===== src/clock_select_defines.vh =====
// register map, field positions, reset values and counts of the clock selector
`ifndef CLOCK_SELECT_DEFINES_VH
`define CLOCK_SELECT_DEFINES_VH

// register byte offsets
`define MODE_CTRL_OFFSET        12'h000
`define TIME_BASE_CTRL_OFFSET   12'h004
`define SYS_CTRL_OFFSET         12'h008
`define CLOCK_STATUS_OFFSET     12'h00c

// mode control fields
`define MODE_DIV_SEL_HI         7
`define MODE_DIV_SEL_LO         5
`define MODE_FAST_WAKE_BIT      4
`define MODE_SLOW_READY_BIT     3
`define MODE_FAST_READY_BIT     2
`define MODE_IDLE_ENABLE_BIT    1
`define MODE_FAST_SELECT_BIT    0
`define MODE_CTRL_RESET         8'h03

// time base control and system control fields
`define TBC_SLOW_LOW_POWER_BIT  0
`define TBC_RESET               8'h00
`define SYS_SYSTEM_CLOCK_OUT_ON_BIT         0
`define SYS_CTRL_RESET          8'h00

// status fields
`define STAT_SRC_HI             1
`define STAT_SRC_LO             0
`define STAT_HALTED_BIT         2
`define STAT_SLEEP_BIT          3
`define STAT_CLOCK_ON_BIT       4

// system clock source codes
`define SRC_SUB                 2'h0
`define SRC_FAST                2'h1
`define SRC_DIV                 2'h2

// divider select codes below this pick the substitute clock
`define DIV_SEL_FIRST_DIVIDED   3'h2

// oscillator ticks counted before the ready flags rise after a wake-up
`define FAST_XTAL_READY_TICKS   10'h200
`define FAST_RC_READY_TICKS     10'h010
`define SLOW_XTAL_READY_TICKS   10'h080
`define SLOW_RC_READY_TICKS     10'h002

`endif


===== src/osc_ready_counter.v =====
// counts oscillator ticks after start until the oscillator is deemed stable
`timescale 1ns/10ps
`default_nettype none

module osc_ready_counter
(
  // clock and reset
  input  wire        pclk,
  input  wire        presetn,
  // oscillator side
  input  wire        osc_run,
  input  wire        osc_tick,
  input  wire [9:0]  ready_ticks,
  // result
  output reg         ready_reg
);

  reg  [9:0]  count_reg;

  always @(posedge pclk or negedge presetn)
  begin
    if (!presetn)
    begin
      count_reg <= 10'h000;
      ready_reg <= 1'b0;
    end
    else if (!osc_run)
    begin
      // a stopped oscillator must prove itself again after restart
      count_reg <= 10'h000;
      ready_reg <= 1'b0;
    end
    else if (osc_tick && !ready_reg)
    begin
      count_reg <= count_reg + 10'h001;
      ready_reg <= (count_reg + 10'h001) >= ready_ticks;
    end
  end

endmodule // osc_ready_counter

`default_nettype wire


===== src/fast_clock_divider.v =====
// prescaler giving fast clock ticks divided by 2, 4, 8, 16, 32 and 64
`timescale 1ns/10ps
`default_nettype none

module fast_clock_divider
(
  // clock and reset
  input  wire        pclk,
  input  wire        presetn,
  // fast clock ticks
  input  wire        fast_run,
  input  wire        fast_tick,
  // divided ticks, bit k is divide by 2**(k+1)
  output reg  [5:0]  div_tick_reg
);

  reg  [5:0]  prescale_reg;
  reg  [5:0]  div_tick_next;
  integer     k;

  always @*
  begin
    div_tick_next = 6'h00;
    for (k = 0; k < 6; k = k + 1)
      div_tick_next[k] = fast_tick & (&(prescale_reg | ~((6'h02 << k) - 6'h01)));
  end

  always @(posedge pclk or negedge presetn)
  begin
    if (!presetn)
    begin
      prescale_reg <= 6'h00;
      div_tick_reg <= 6'h00;
    end
    else if (!fast_run)
    begin
      prescale_reg <= 6'h00;
      div_tick_reg <= 6'h00;
    end
    else
    begin
      if (fast_tick)
        prescale_reg <= prescale_reg + 6'h01;
      div_tick_reg <= div_tick_next;
    end
  end

endmodule // fast_clock_divider

`default_nettype wire


===== src/system_clock_source_select.v =====
// system clock source selection with APB register access
//
// Operation
// - system clock is fast, divided fast or substitute per mode control bits.
// - fast clock comes from fast crystal or fast RC, fixed by configuration.
// - substitute clock comes from slow crystal or slow RC by configuration.
// - divided fast clock offers ratios 2 up to 64.
// - time base clock comes from slow crystal or slow RC by configuration.
// - after wake-up substitute clock may serve as temporary system clock.
// - switching from fast to substitute clock stops the fast oscillator.
// - slow crystal runs quick-start when low-power bit is 0, low-power when 1.
// - low-power bit clears at power-on.
// - slow crystal keeps running in either low-power setting.
// - fast RC delivers 8, 12 or 16 MHz without external pins.
// - selecting fast RC frees the fast crystal pins for general I/O.
// - slow crystal pins are general I/O when slow crystal is unused.
// - slow oscillators clock the watchdog and time base logic.
// - sleep or idle0 stops system clock; independent clock keeps timers alive.
// - divider codes 000/001 pick substitute, 010..111 pick fast/64 to fast/2.
// - fast-select high picks undivided fast clock, low defers to divider.
// - fast ready after 512 crystal ticks or 16 RC ticks from wake-up.
// - slow ready after 128 crystal ticks or 2 RC ticks from wake-up.
`timescale 1ns/10ps
`default_nettype none
`include "clock_select_defines.vh"

module system_clock_source_select
(
  // apb slave
  input  wire        pclk,
  input  wire        presetn,
  input  wire        psel,
  input  wire        penable,
  input  wire        pwrite,
  input  wire [11:0] paddr,
  input  wire [31:0] pwdata,
  input  wire [3:0]  pstrb,
  output reg  [31:0] prdata,
  output reg         pready,
  output reg         pslverr,
  // configuration options
  input  wire        cfg_fast_from_rc,
  input  wire        cfg_slow_from_rc,
  input  wire [1:0]  cfg_fast_rc_freq,
  // oscillator ticks, one pclk cycle per oscillator period
  input  wire        ext_fast_crystal_osc,
  input  wire        int_fast_rc_osc,
  input  wire        ext_slow_crystal_osc,
  input  wire        int_slow_rc_osc,
  // power mode events from the core
  input  wire        halt_req,
  input  wire        wake_req,
  // oscillator control
  output reg         fast_xtal_enable,
  output reg         fast_rc_enable,
  output reg  [1:0]  fast_rc_freq_sel,
  output reg         slow_xtal_enable,
  output reg         slow_crystal_low_power,
  output reg         fast_crystal_pins_gpio,
  output reg         slow_crystal_pins_gpio,
  // clock ticks and ready flags to the rest of the chip
  output reg         fast_clock,
  output reg         substitute_clock,
  output reg         time_base_clock,
  output reg         system_clock_out,
  output reg         fast_osc_ready_flag,
  output reg         slow_osc_ready_flag
);

  //////////////////////////////////////////////////////////////////////////
  // registers and state

  reg  [7:0]  sys_mode_control_reg;
  reg  [7:0]  time_base_control_reg;
  reg  [7:0]  sys_control_reg;
  reg         halted_reg;
  reg         sleep_reg;
  reg  [1:0]  cur_src_reg;
  reg  [2:0]  cur_div_reg;
  reg  [1:0]  cur_src_next;
  reg  [2:0]  cur_div_next;

  wire [2:0]  clock_divider_select;
  wire        sys_clock_fast_select;
  wire        fast_wake_enable;
  wire        idle_enable;
  wire        system_clock_out_on;
  wire [5:0]  div_tick;
  wire        fast_ready;
  wire        slow_ready;

  assign clock_divider_select  =
    sys_mode_control_reg[`MODE_DIV_SEL_HI:`MODE_DIV_SEL_LO];
  assign sys_clock_fast_select = sys_mode_control_reg[`MODE_FAST_SELECT_BIT];
  assign fast_wake_enable      = sys_mode_control_reg[`MODE_FAST_WAKE_BIT];
  assign idle_enable           = sys_mode_control_reg[`MODE_IDLE_ENABLE_BIT];
  assign system_clock_out_on               = sys_control_reg[`SYS_SYSTEM_CLOCK_OUT_ON_BIT];

  //////////////////////////////////////////////////////////////////////////
  // oscillator source picks

  wire        fast_tick_raw;
  wire        slow_tick;
  wire [9:0]  fast_ready_ticks;
  wire [9:0]  slow_ready_ticks;

  assign fast_tick_raw = cfg_fast_from_rc ? int_fast_rc_osc
                                          : ext_fast_crystal_osc;
  assign slow_tick     = cfg_slow_from_rc ? int_slow_rc_osc
                                          : ext_slow_crystal_osc;
  assign fast_ready_ticks = cfg_fast_from_rc ? `FAST_RC_READY_TICKS
                                             : `FAST_XTAL_READY_TICKS;
  assign slow_ready_ticks = cfg_slow_from_rc ? `SLOW_RC_READY_TICKS
                                             : `SLOW_XTAL_READY_TICKS;

  //////////////////////////////////////////////////////////////////////////
  // target source and fast oscillator run request

  reg  [1:0]  target_src;
  reg         target_ready;
  reg         fast_run;
  wire        clock_on;
  wire        fast_tick;

  always @*
  begin
    if (sys_clock_fast_select)
      target_src = `SRC_FAST;
    else if (clock_divider_select < `DIV_SEL_FIRST_DIVIDED)
      target_src = `SRC_SUB;
    else
      target_src = `SRC_DIV;
    target_ready = (target_src == `SRC_SUB) ? slow_ready : fast_ready;
  end

  // the fast oscillator only stops once the substitute clock has taken over,
  // and in sleep or idle0 where nothing needs it
  always @*
  begin
    fast_run = 1'b1;
    if (cur_src_reg == `SRC_SUB && target_src == `SRC_SUB)
      fast_run = 1'b0;
    if (halted_reg && (sleep_reg || !system_clock_out_on))
      fast_run = 1'b0;
  end

  assign fast_tick = fast_tick_raw & fast_run;
  // idle1 keeps the system clock running for peripherals
  assign clock_on  = !halted_reg || (!sleep_reg && system_clock_out_on);

  osc_ready_counter fast_ready_counter
  (
    .pclk        (pclk),
    .presetn     (presetn),
    .osc_run     (fast_run),
    .osc_tick    (fast_tick),
    .ready_ticks (fast_ready_ticks),
    .ready_reg   (fast_ready)                                      
  );

  // slow side restarts its count on every wake-up
  osc_ready_counter slow_ready_counter
  (
    .pclk        (pclk),
    .presetn     (presetn),
    .osc_run     (!wake_req),
    .osc_tick    (slow_tick),
    .ready_ticks (slow_ready_ticks),
    .ready_reg   (slow_ready)
  );

  fast_clock_divider prescaler
  (
    .pclk         (pclk),
    .presetn      (presetn),
    .fast_run     (fast_run),
    .fast_tick    (fast_tick),
    .div_tick_reg (div_tick)                                       
  );

  //////////////////////////////////////////////////////////////////////////
  // source switching

  reg         cur_ready;
  reg         cur_tick;
  reg         new_tick;
  reg  [1:0]  want_src;

  // divided code 010 maps to /64 (div_tick[5]) down to 111 for /2
  function sel_div_tick;
    input [2:0] code;
    input [5:0] ticks;
    begin
      sel_div_tick = ticks[3'h7 - code];
    end
  endfunction

  always @*
  begin
    cur_ready = (cur_src_reg == `SRC_SUB) ? slow_ready : fast_ready;
    case (cur_src_reg)
      `SRC_SUB:  cur_tick = slow_tick;
      `SRC_FAST: cur_tick = fast_tick;
      `SRC_DIV:  cur_tick = sel_div_tick(cur_div_reg, div_tick);
      default:   cur_tick = 1'b0;
    endcase
    // without a ready target, wake-up may borrow the substitute clock
    if (target_ready)
      want_src = target_src;
    else if (fast_wake_enable && slow_ready)
      want_src = `SRC_SUB;
    else
      want_src = cur_src_reg;
    case (want_src)
      `SRC_SUB:  new_tick = slow_tick;
      `SRC_FAST: new_tick = fast_tick;
      `SRC_DIV:  new_tick = sel_div_tick(clock_divider_select, div_tick);
      default:   new_tick = 1'b0;
    endcase
  end

  // change only on a tick of the new source, so the first output pulse
  // after a switch is never a cut-short period of either source
  always @*
  begin
    cur_src_next = cur_src_reg;
    cur_div_next = cur_div_reg;
    if ((want_src != cur_src_reg ||
         (want_src == `SRC_DIV && clock_divider_select != cur_div_reg))
        && new_tick)
    begin
      cur_src_next = want_src;
      cur_div_next = clock_divider_select;
    end
  end

  //////////////////////////////////////////////////////////////////////////
  // halt and wake tracking

  always @(posedge pclk or negedge presetn)
  begin
    if (!presetn)
    begin
      halted_reg <= 1'b0;
      sleep_reg  <= 1'b0;
    end
    else if (halt_req && !halted_reg)
    begin
      halted_reg <= 1'b1;
      sleep_reg  <= !idle_enable;
    end
    else if (wake_req)
    begin
      halted_reg <= 1'b0;
      sleep_reg  <= 1'b0;
    end
  end

  //////////////////////////////////////////////////////////////////////////
  // clock outputs

  always @(posedge pclk or negedge presetn)
  begin
    if (!presetn)
    begin
      cur_src_reg          <= `SRC_FAST;
      cur_div_reg          <= 3'h0;
      fast_clock           <= 1'b0;
      substitute_clock     <= 1'b0;
      time_base_clock      <= 1'b0;
      system_clock_out     <= 1'b0;
      fast_osc_ready_flag  <= 1'b0;
      slow_osc_ready_flag  <= 1'b0;
    end
    else
    begin
      cur_src_reg          <= cur_src_next;
      cur_div_reg          <= cur_div_next;
      fast_clock           <= fast_tick;
      // the slow ticks stay independent of halt for watchdog and time base
      substitute_clock     <= slow_tick;
      time_base_clock      <= slow_tick;
      system_clock_out     <= cur_tick & cur_ready & clock_on;
      fast_osc_ready_flag  <= fast_ready;
      slow_osc_ready_flag  <= slow_ready;
    end
  end

  //////////////////////////////////////////////////////////////////////////
  // oscillator and pin control

  always @(posedge pclk or negedge presetn)
  begin
    if (!presetn)
    begin
      fast_xtal_enable       <= 1'b0;
      fast_rc_enable         <= 1'b0;
      fast_rc_freq_sel       <= 2'h0;
      slow_xtal_enable       <= 1'b0;
      slow_crystal_low_power <= 1'b0;
      fast_crystal_pins_gpio <= 1'b0;
      slow_crystal_pins_gpio <= 1'b0;
    end
    else
    begin
      fast_xtal_enable       <= fast_run & !cfg_fast_from_rc;
      fast_rc_enable         <= fast_run & cfg_fast_from_rc;
      fast_rc_freq_sel       <= cfg_fast_rc_freq;
      // low power only trims start-up current, never stops the crystal
      slow_xtal_enable       <= !cfg_slow_from_rc;
      slow_crystal_low_power <=
        time_base_control_reg[`TBC_SLOW_LOW_POWER_BIT];
      fast_crystal_pins_gpio <= cfg_fast_from_rc;
      slow_crystal_pins_gpio <= cfg_slow_from_rc;
    end
  end

  //////////////////////////////////////////////////////////////////////////
  // apb slave, one wait state so read data comes from a flip-flop

  wire        access;
  wire        commit;
  wire        addr_hit;
  reg  [31:0] read_word;

  assign access   = psel & penable;
  assign commit   = access & pready;
  assign addr_hit = (paddr == `MODE_CTRL_OFFSET) ||
                    (paddr == `TIME_BASE_CTRL_OFFSET) ||
                    (paddr == `SYS_CTRL_OFFSET) ||
                    (paddr == `CLOCK_STATUS_OFFSET);

  always @*
  begin
    read_word = 32'h0000_0000;
    case (paddr)
      `MODE_CTRL_OFFSET:
      begin
        read_word[7:0] = sys_mode_control_reg;
        read_word[`MODE_SLOW_READY_BIT] = slow_ready;
        read_word[`MODE_FAST_READY_BIT] = fast_ready;
      end
      `TIME_BASE_CTRL_OFFSET: read_word[7:0] = time_base_control_reg;
      `SYS_CTRL_OFFSET:       read_word[7:0] = sys_control_reg;
      `CLOCK_STATUS_OFFSET:
      begin
        read_word[`STAT_SRC_HI:`STAT_SRC_LO] = cur_src_reg;
        read_word[`STAT_HALTED_BIT]          = halted_reg;
        read_word[`STAT_SLEEP_BIT]           = sleep_reg;
        read_word[`STAT_CLOCK_ON_BIT]        = clock_on;
      end
      default: read_word = 32'h0000_0000;
    endcase
  end

  always @(posedge pclk or negedge presetn)
  begin
    if (!presetn)
    begin
      pready  <= 1'b0;
      pslverr <= 1'b0;
      prdata  <= 32'h0000_0000;
    end
    else
    begin
      pready  <= access & !pready;
      pslverr <= access & !pready & !addr_hit;
      prdata  <= (access & !pready & !pwrite) ? read_word : 32'h0000_0000;
    end
  end

  // power-on clears the low-power bit so the crystal starts quickly
  always @(posedge pclk or negedge presetn)
  begin
    if (!presetn)
    begin
      sys_mode_control_reg  <= `MODE_CTRL_RESET;
      time_base_control_reg <= `TBC_RESET;
      sys_control_reg       <= `SYS_CTRL_RESET;
    end
    else if (commit && pwrite && pstrb[0])
    begin
      case (paddr)
        `MODE_CTRL_OFFSET:
        begin
          // ready flags are read-only, kept at zero in storage
          sys_mode_control_reg <= pwdata[7:0] &
            ~((8'h01 << `MODE_SLOW_READY_BIT) |
              (8'h01 << `MODE_FAST_READY_BIT));
        end
        `TIME_BASE_CTRL_OFFSET:
          time_base_control_reg <= pwdata[7:0];
        `SYS_CTRL_OFFSET:
          sys_control_reg <= pwdata[7:0];
        default:
          sys_control_reg <= sys_control_reg;
      endcase
    end
  end

endmodule // system_clock_source_select

`default_nettype wire


===== config.mk =====
export PLATFORM = sky130hd
export DESIGN_NAME = system_clock_source_select
export DESIGN_NICKNAME = d
export VERILOG_FILES = /design/src/osc_ready_counter.v /design/src/fast_clock_divider.v /design/src/system_clock_source_select.v
export VERILOG_INCLUDE_DIRS = /design/src
export SDC_FILE = /design/constraint.sdc
export NUM_CORES = 1
export LEC_CHECK = 0
export BUFFER_PORTS_ARGS = -buffer_cell sky130_fd_sc_hd__buf_2
export CORE_ASPECT_RATIO = 0.8
export CORE_UTILIZATION = 40
export CTS_CLUSTER_SIZE = 8
export DETAILED_ROUTE_END_ITERATION = 10
export GPL_ROUTABILITY_DRIVEN = 1
export PLACE_DENSITY = 0.65
export REMOVE_ABC_BUFFERS = 1
export SETUP_SLACK_MARGIN = 0.4
export SLEW_MARGIN = 0
export SYNTH_ARGS = -nofsm -noshare
export SYNTH_HDL_FRONTEND = slang
export SYNTH_SLANG_ARGS = --single-unit

===== constraint.sdc =====
create_clock -name pclk -period 2.1 [get_ports pclk]
set_input_delay 0.42 -clock pclk [delete_from_list [all_inputs] [get_ports pclk]]
set_output_delay 0.42 -clock pclk [all_outputs]
set_load 0.02 [all_outputs]

Word level (Yosys, flattened, before mapping)
Cells that the tools add are included.
Word-level totals
  register bits: 86
  bits of input ports: 63
  output and inout port bits: 48
  logic and storage cells: 142
Operators by class
  $add $sub $neg: 5
  $lt $le $gt $ge: 5
  equal/unequal tests: 11
  muxes and demuxes: 35
  bitwise operators: 16
  reduce and logical (&&, ||, !) cells: 42
Operators with widths (number)
  two-way mux 10 bit: 5
  equality test 12 x 4 -> 1 bit (second input constant): 2
  adder 10 x 1 -> 10 bit (second input constant): 2
  case mux 5 bit (4 select lines): 1
  two-way mux 6 bit: 3
  bitwise AND 1 bit: 16
  two-way mux 8 bit: 2
  two-way mux 1 bit: 15
  equality test 12 x 3 -> 1 bit (second input constant): 1
  zero test 12 bit: 1
  logical AND 1 bit: 11
  zero test 1 bit: 11
  >= comparator 10 bit: 1
  >= comparator 10 x 8 -> 1 bit: 1
  case mux 3 bit (3 select lines): 1
  < comparator 3 x 4 -> 1 bit (second input constant): 2
  two-way mux 2 bit: 4
  AND reduction 2 bit: 4
  adder 6 x 1 -> 6 bit (second input constant): 1
  binary-select mux 1 bit (select 3 bit): 2
  zero test 2 bit: 3
  logical OR 1 bit: 6
  case mux 1 bit (3 select lines): 2
  AND reduction 6 bit: 1
  11 further kinds: 16

Depth between registers and ports, before layout
  depth after elaboration: 11
  gate-level depth with buffers: 8

By module
A second synthesis with hierarchy kept.
Second synthesis, totals
  cell total of the unflattened synthesis: 457
  area, all modules: 4837.1 µm²
Modules (own cells, without submodules)
  system_clock_source_select: times used 1, cells an instance 217, area each 2578.7 µm², seq. area each 1305.0 µm²
  osc_ready_counter: times used 2, cells an instance 100, area each 869.6 µm², seq. area each 275.3 µm²
  fast_clock_divider: times used 1, cells an instance 40, area each 519.2 µm², seq. area each 300.3 µm²

Worst setup path before layout
Ideal clock, no wire load.
  kind: input to register
  start: input port paddr[7]
  end: register sys_control_reg[0]
  setup time: 0.125 ns
  data arrival time: 1.934 ns
  required time: 1.975 ns
  setup slack: 0.041 ns
  cell stages on the path: 5
  path buffers: 0
  cells stage by stage: nor4_1 -> nand3_1 -> or3_4 -> nor3b_4 -> mux2_2
On the way
  word-level cells in the longest chain between the ends: 2
Ends and longest elaborated chain
  from (decl): line system_clock_source_select.v:35  | input wire [11:0] paddr,
  equality test 12 x 4 -> 1 bit: line system_clock_source_select.v:383  | case (paddr)
  AND reduction 2 bit (no line)
  to (signal assigned): line system_clock_source_select.v:379  | sys_control_reg <= `SYS_CTRL_RESET;
  to (signal assigned): line system_clock_source_select.v:394  | sys_control_reg <= pwdata[7:0];
  to (signal assigned): line system_clock_source_select.v:396  | sys_control_reg <= sys_control_reg;
  to (decl): line system_clock_source_select.v:75  | reg [7:0] sys_control_reg;
Every way passes these cells.
A chain may end at the register's enable or synchronous reset.

Worst setup path after layout
  start: register sys_mode_control_reg[6]
  end: register cur_src_reg[1]
On the way
  word-level cells in the longest chain between the ends: 10
Ends and longest elaborated chain
  from (decl): line system_clock_source_select.v:73  | reg [7:0] sys_mode_control_reg;
  from (signal assigned): line system_clock_source_select.v:377  | sys_mode_control_reg <= `MODE_CTRL_RESET;
  from (signal assigned): line system_clock_source_select.v:387  | sys_mode_control_reg <= pwdata[7:0] &
  < comparator 3 x 2 -> 1 bit (no line)
  two-way mux 2 bit: line system_clock_source_select.v:129  | else if (clock_divider_select < `DIV_SEL_FIRST_DIVIDED)
  two-way mux 2 bit: line system_clock_source_select.v:127  | if (sys_clock_fast_select)
  zero test 2 bit (no line)
  logical AND 1 bit (no line) / two-way mux 1 bit (equally long branches)
  two-way mux 1 bit / two-way mux 2 bit (equally long branches): line system_clock_source_select.v:141, system_clock_source_select.v:208
  two-way mux 1 bit / equality test 2 bit (equally long branches)
  bitwise AND 1 bit / logical AND 1 bit (equally long branches): line system_clock_source_select.v:147, system_clock_source_select.v:229
  case mux 1 bit (3 select lines) / logical OR 1 bit (equally long branches): line system_clock_source_select.v:214, system_clock_source_select.v:228
  logical AND 1 bit: line system_clock_source_select.v:228  | if ((want_src != cur_src_reg ||
  to (signal assigned): line system_clock_source_select.v:266  | cur_src_reg <= `SRC_FAST;
  to (signal assigned): line system_clock_source_select.v:277  | cur_src_reg <= cur_src_next;
  to (decl): line system_clock_source_select.v:78  | reg [1:0] cur_src_reg;
Several ways; a longest one is shown, not always the timed one. The select of a mux whose other input is x is not followed.

==> impl_metrics.json <==
{
  "synth_xor_xnor_area_share_pct": 6.31,
  "numPortBuffers": 59,
  "yosysWarnings": 0,
  "detail-route-antenna-nets": 0,
  "clk_pin_slew_ns": 0.06,
  "regArea_sq_um": 2170,
  "io_pins": 111,
  "drc": 1,
  "post-route-period-util_pct": 98.2,
  "clock.fmax_ghz": 0.485,
  "yosys-top-cells-count": "dfrtp_1, nor2_1, mux2_2",
  "critPathCaptureType": "flop",
  "synthFlopType": "dfrtp_1",
  "routabilityCongestion": 0.795,
  "rsz0062_at_grt": "true",
  "cts_made_buffers": 9,
  "fillCellCount": 977,
  "worst_ep_arrival_time_ns": 2.28,
  "synth_seq_area_share_pct": 48.5,
  "cts_max_path_buffers": 2,
  "required_ns": 2.32,
  "core_area_sq_um": 10800,
  "synthArstFlopShare_pct": 100,
  "slew_headroom_pct": 64.1,
  "violations": "design-rule violations",
  "synth-edff-count": 0,
  "avgSynthCellArea_sq_um": 10.9,
  "intPower_mw": 2.80,
  "r2r_cells": 6,
  "hold_path_class": "input port to async pin",
  "r2r_start": "sys_mode_control_reg[6]",
  "dp_hpwl_um": 6380,
  "synth-compound-area-share_pct": 6.84,
  "power_switching_mw": 0.857,
  "skew_ns": 0.00541,
  "finalWirelength_um": 9650,
  "dpl_cell_area_sq_um": 4940,
  "cts_num_sinks": 86,
  "switching_share_pct": 23.4,
  "start_util_pct": 41.0,
  "final-setup-viol-count": 0,
  "tightest_slew_ns": 0.538,
  "drv_slew": 0,
  "path_max_fanout": 4,
  "ys_top_cells_by_area": "dfrtp_1, mux2_2, buf_4, nor2_1, xor2_1",
  "yosys-mux-area-fraction_pct": 12.1,
  "dieWidth_um": 120,
  "globalRouteOverflowTotal": 0,
  "p_seq_share_pct": 46.6,
  "grt_max_degree": 41,
  "vdd_drop_max_v": 0.000362,
  "final_area_sq_um": 5670,
  "grt_pass1_wl_um": 15700,
  "cts_root_buf": "clkbuf_16",
  "drt-initial-drc-count": 138,
  "cts_hold_buffers": 0,
  "die_area_sq_um": 11500,
  "multiInputGateArea_sq_um": 2350,
  "cts_tree": "yes",
  "p_comb_share_pct": 9.6,
  "yosys.area.top_type": "dfrtp_1",
  "r2r_end": "cur_src_reg[1]",
  "first_pass_iters": 7,
  "rows": 34,
  "clock_latency_ns": 0.34,
  "grt_use_total_pct": 17.7,
  "antenna_found_initial": 0,
  "yosys.area_share.simple_pct": 16.8,
  "htreeDepth": 3,
  "dr_total_vias": 3258,
  "routedWlPerCell_um": 15.0,
  "final-hold-violation-count": 0,
  "netlist_instances": 406,
  "num_antenna_cells": 0,
  "grt_pass1_vias": 3237,
  "yosysUniqueCellTypes": 52,
  "synth_most_common_cell": "dfrtp_1",
  "reg2reg_slack_ns": 0.04,
  "syn-cell-area_sq_um": 4440,
  "power_leakage_nw": 2.61,
  "synth_top_family_by_area": "simple AND/OR/NAND/NOR gates",
  "crit_path_start_kind": "flop",
  "status": "finished, violations left",
  "synth-seq-cells": 86,
  "pwr_density_cell_nw_per_um2": 645,
  "fin_nets": 566,
  "routed_via_density": 5.07,
  "period_minus_slack_ns": 2.06,
  "synth-adder-area-share_pct": 2.82,
  "critical_path_class": "flop to flop",
  "fp.dieH_um": 96.3,
  "total_power_mw": 3.66,
  "syn2layout_area_growth_pct": 27.7,
  "maxCapViolations": 0,
  "yosysTopAreaCellShare_pct": 46.7,
  "p_clk_share_pct": 43.9,
  "drive_above_1_share_pct": 37.8
}
-- cell usage in the layout, fill, tap and decap left out, types with 7 or more instances in the layout --
cell,count
buf_4,34
xor2_1,17
mux2_4,24
xnor2_1,14
nor2b_1,7
nand2_1,24
dfrtp_2,9
nand3_1,12
dfrtp_1,74
buf_2,55
clkbuf_16,9
a21oi_1,9
o21ai_0,7
mux2i_1,10
nor2_1,43
buf_6,7
ha_1,8
nor3_1,7
conb_1,24
-- what timing repair did --
item,in CTS,in global routing
setup buffers,10,6
gates resized for setup,40,33
pin swaps,12,19
setup endpoints to repair,30,45
-- cell type report --
type	count	share of cell area (%)
well taps	144	3.18
repair buffers	98	11.4
inverters	5	0.331
clock inverters	3	0.750
multi-input cells	293	41.5
flip-flops and latches	86	38.2
clock buffers	13	4.59
-- cells by family after synthesis --
| group | Yosys count |
|---|---|
| fa+ha+maj | 10 |
| simple gates | 142 |
| flops | 86 |
| mux | 43 |
| other cells | 1 |
| compound gates | 42 |
| xor+xnor | 32 |
| buf+inv | 50 |
-- power by group through the flow --
| stage | registers, mW | clock network [mW] | logic [mW] |
|---|---|---|---|
| after floorplan | 1.75 | 0 | 0.135 |
| after global placement | 1.73 | 0 | 0.299 |
| after detailed placement | 1.73 | 0 | 0.305 |
| after CTS | 1.70 | 1.65 | 0.336 |
| after global routing | 1.71 | 1.72 | 0.383 |
| final | 1.70 | 1.60 | 0.350 |
-- stage by stage --
stage / utilization (%) / hold WS [ns] / setup WS [ns] / TNS, ns / cells
after floorplan: - / 0.124 / 0.0408 / 0 / 384
after global placement: 45.5 / 0.385 / -0.0965 / -1.28 / 610
after detailed placement: 45.5 / 0.393 / -0.142 / -1.94 / 610
after CTS: 50.6 / 0.0707 / 0.0748 / 0 / 636
after global routing: 52.3 / 0.0890 / 0.0313 / 0 / 642
final: 52.3 / 0.0525 / 0.0373 / 0 / 642
-- worst max-delay path, stage by stage (launching register included) --
cell      delay, ns
dfrtp_1        0.41
buf_4          0.16
o21ai_2        0.16
o211ai_1       0.18
nand4b_1       0.28
a32oi_4        0.41
mux2_4         0.34
-- how the worst max path moves through the flow --
stage,start,endpoint,depth (start not counted)
6_report,sys_mode_control_reg[6],cur_src_reg[1],6
5_1_grt,sys_mode_control_reg[6],cur_src_reg[1],5
2_1_floorplan,paddr[7],sys_control_reg[0],5
3_5_place_dp,paddr[1],sys_control_reg[1],7
4_1_cts,sys_mode_control_reg[0],cur_src_reg[1],5
3_3_place_gp,paddr[7],sys_control_reg[0],7
-- routing by layer --
layer  vias up  part of all wire (%)  GRT usage, %  wire length (um)
met5         -                     0             0                 0
met4         0                   1.5          6.46               145
met3        14                   4.6          4.32               441
met2        91                    48          29.3              4660
met1      1617                    46          22.6              4400
li1       1536                     -             -                 -
No activity file was read; power rests on OpenSTA's default activity.
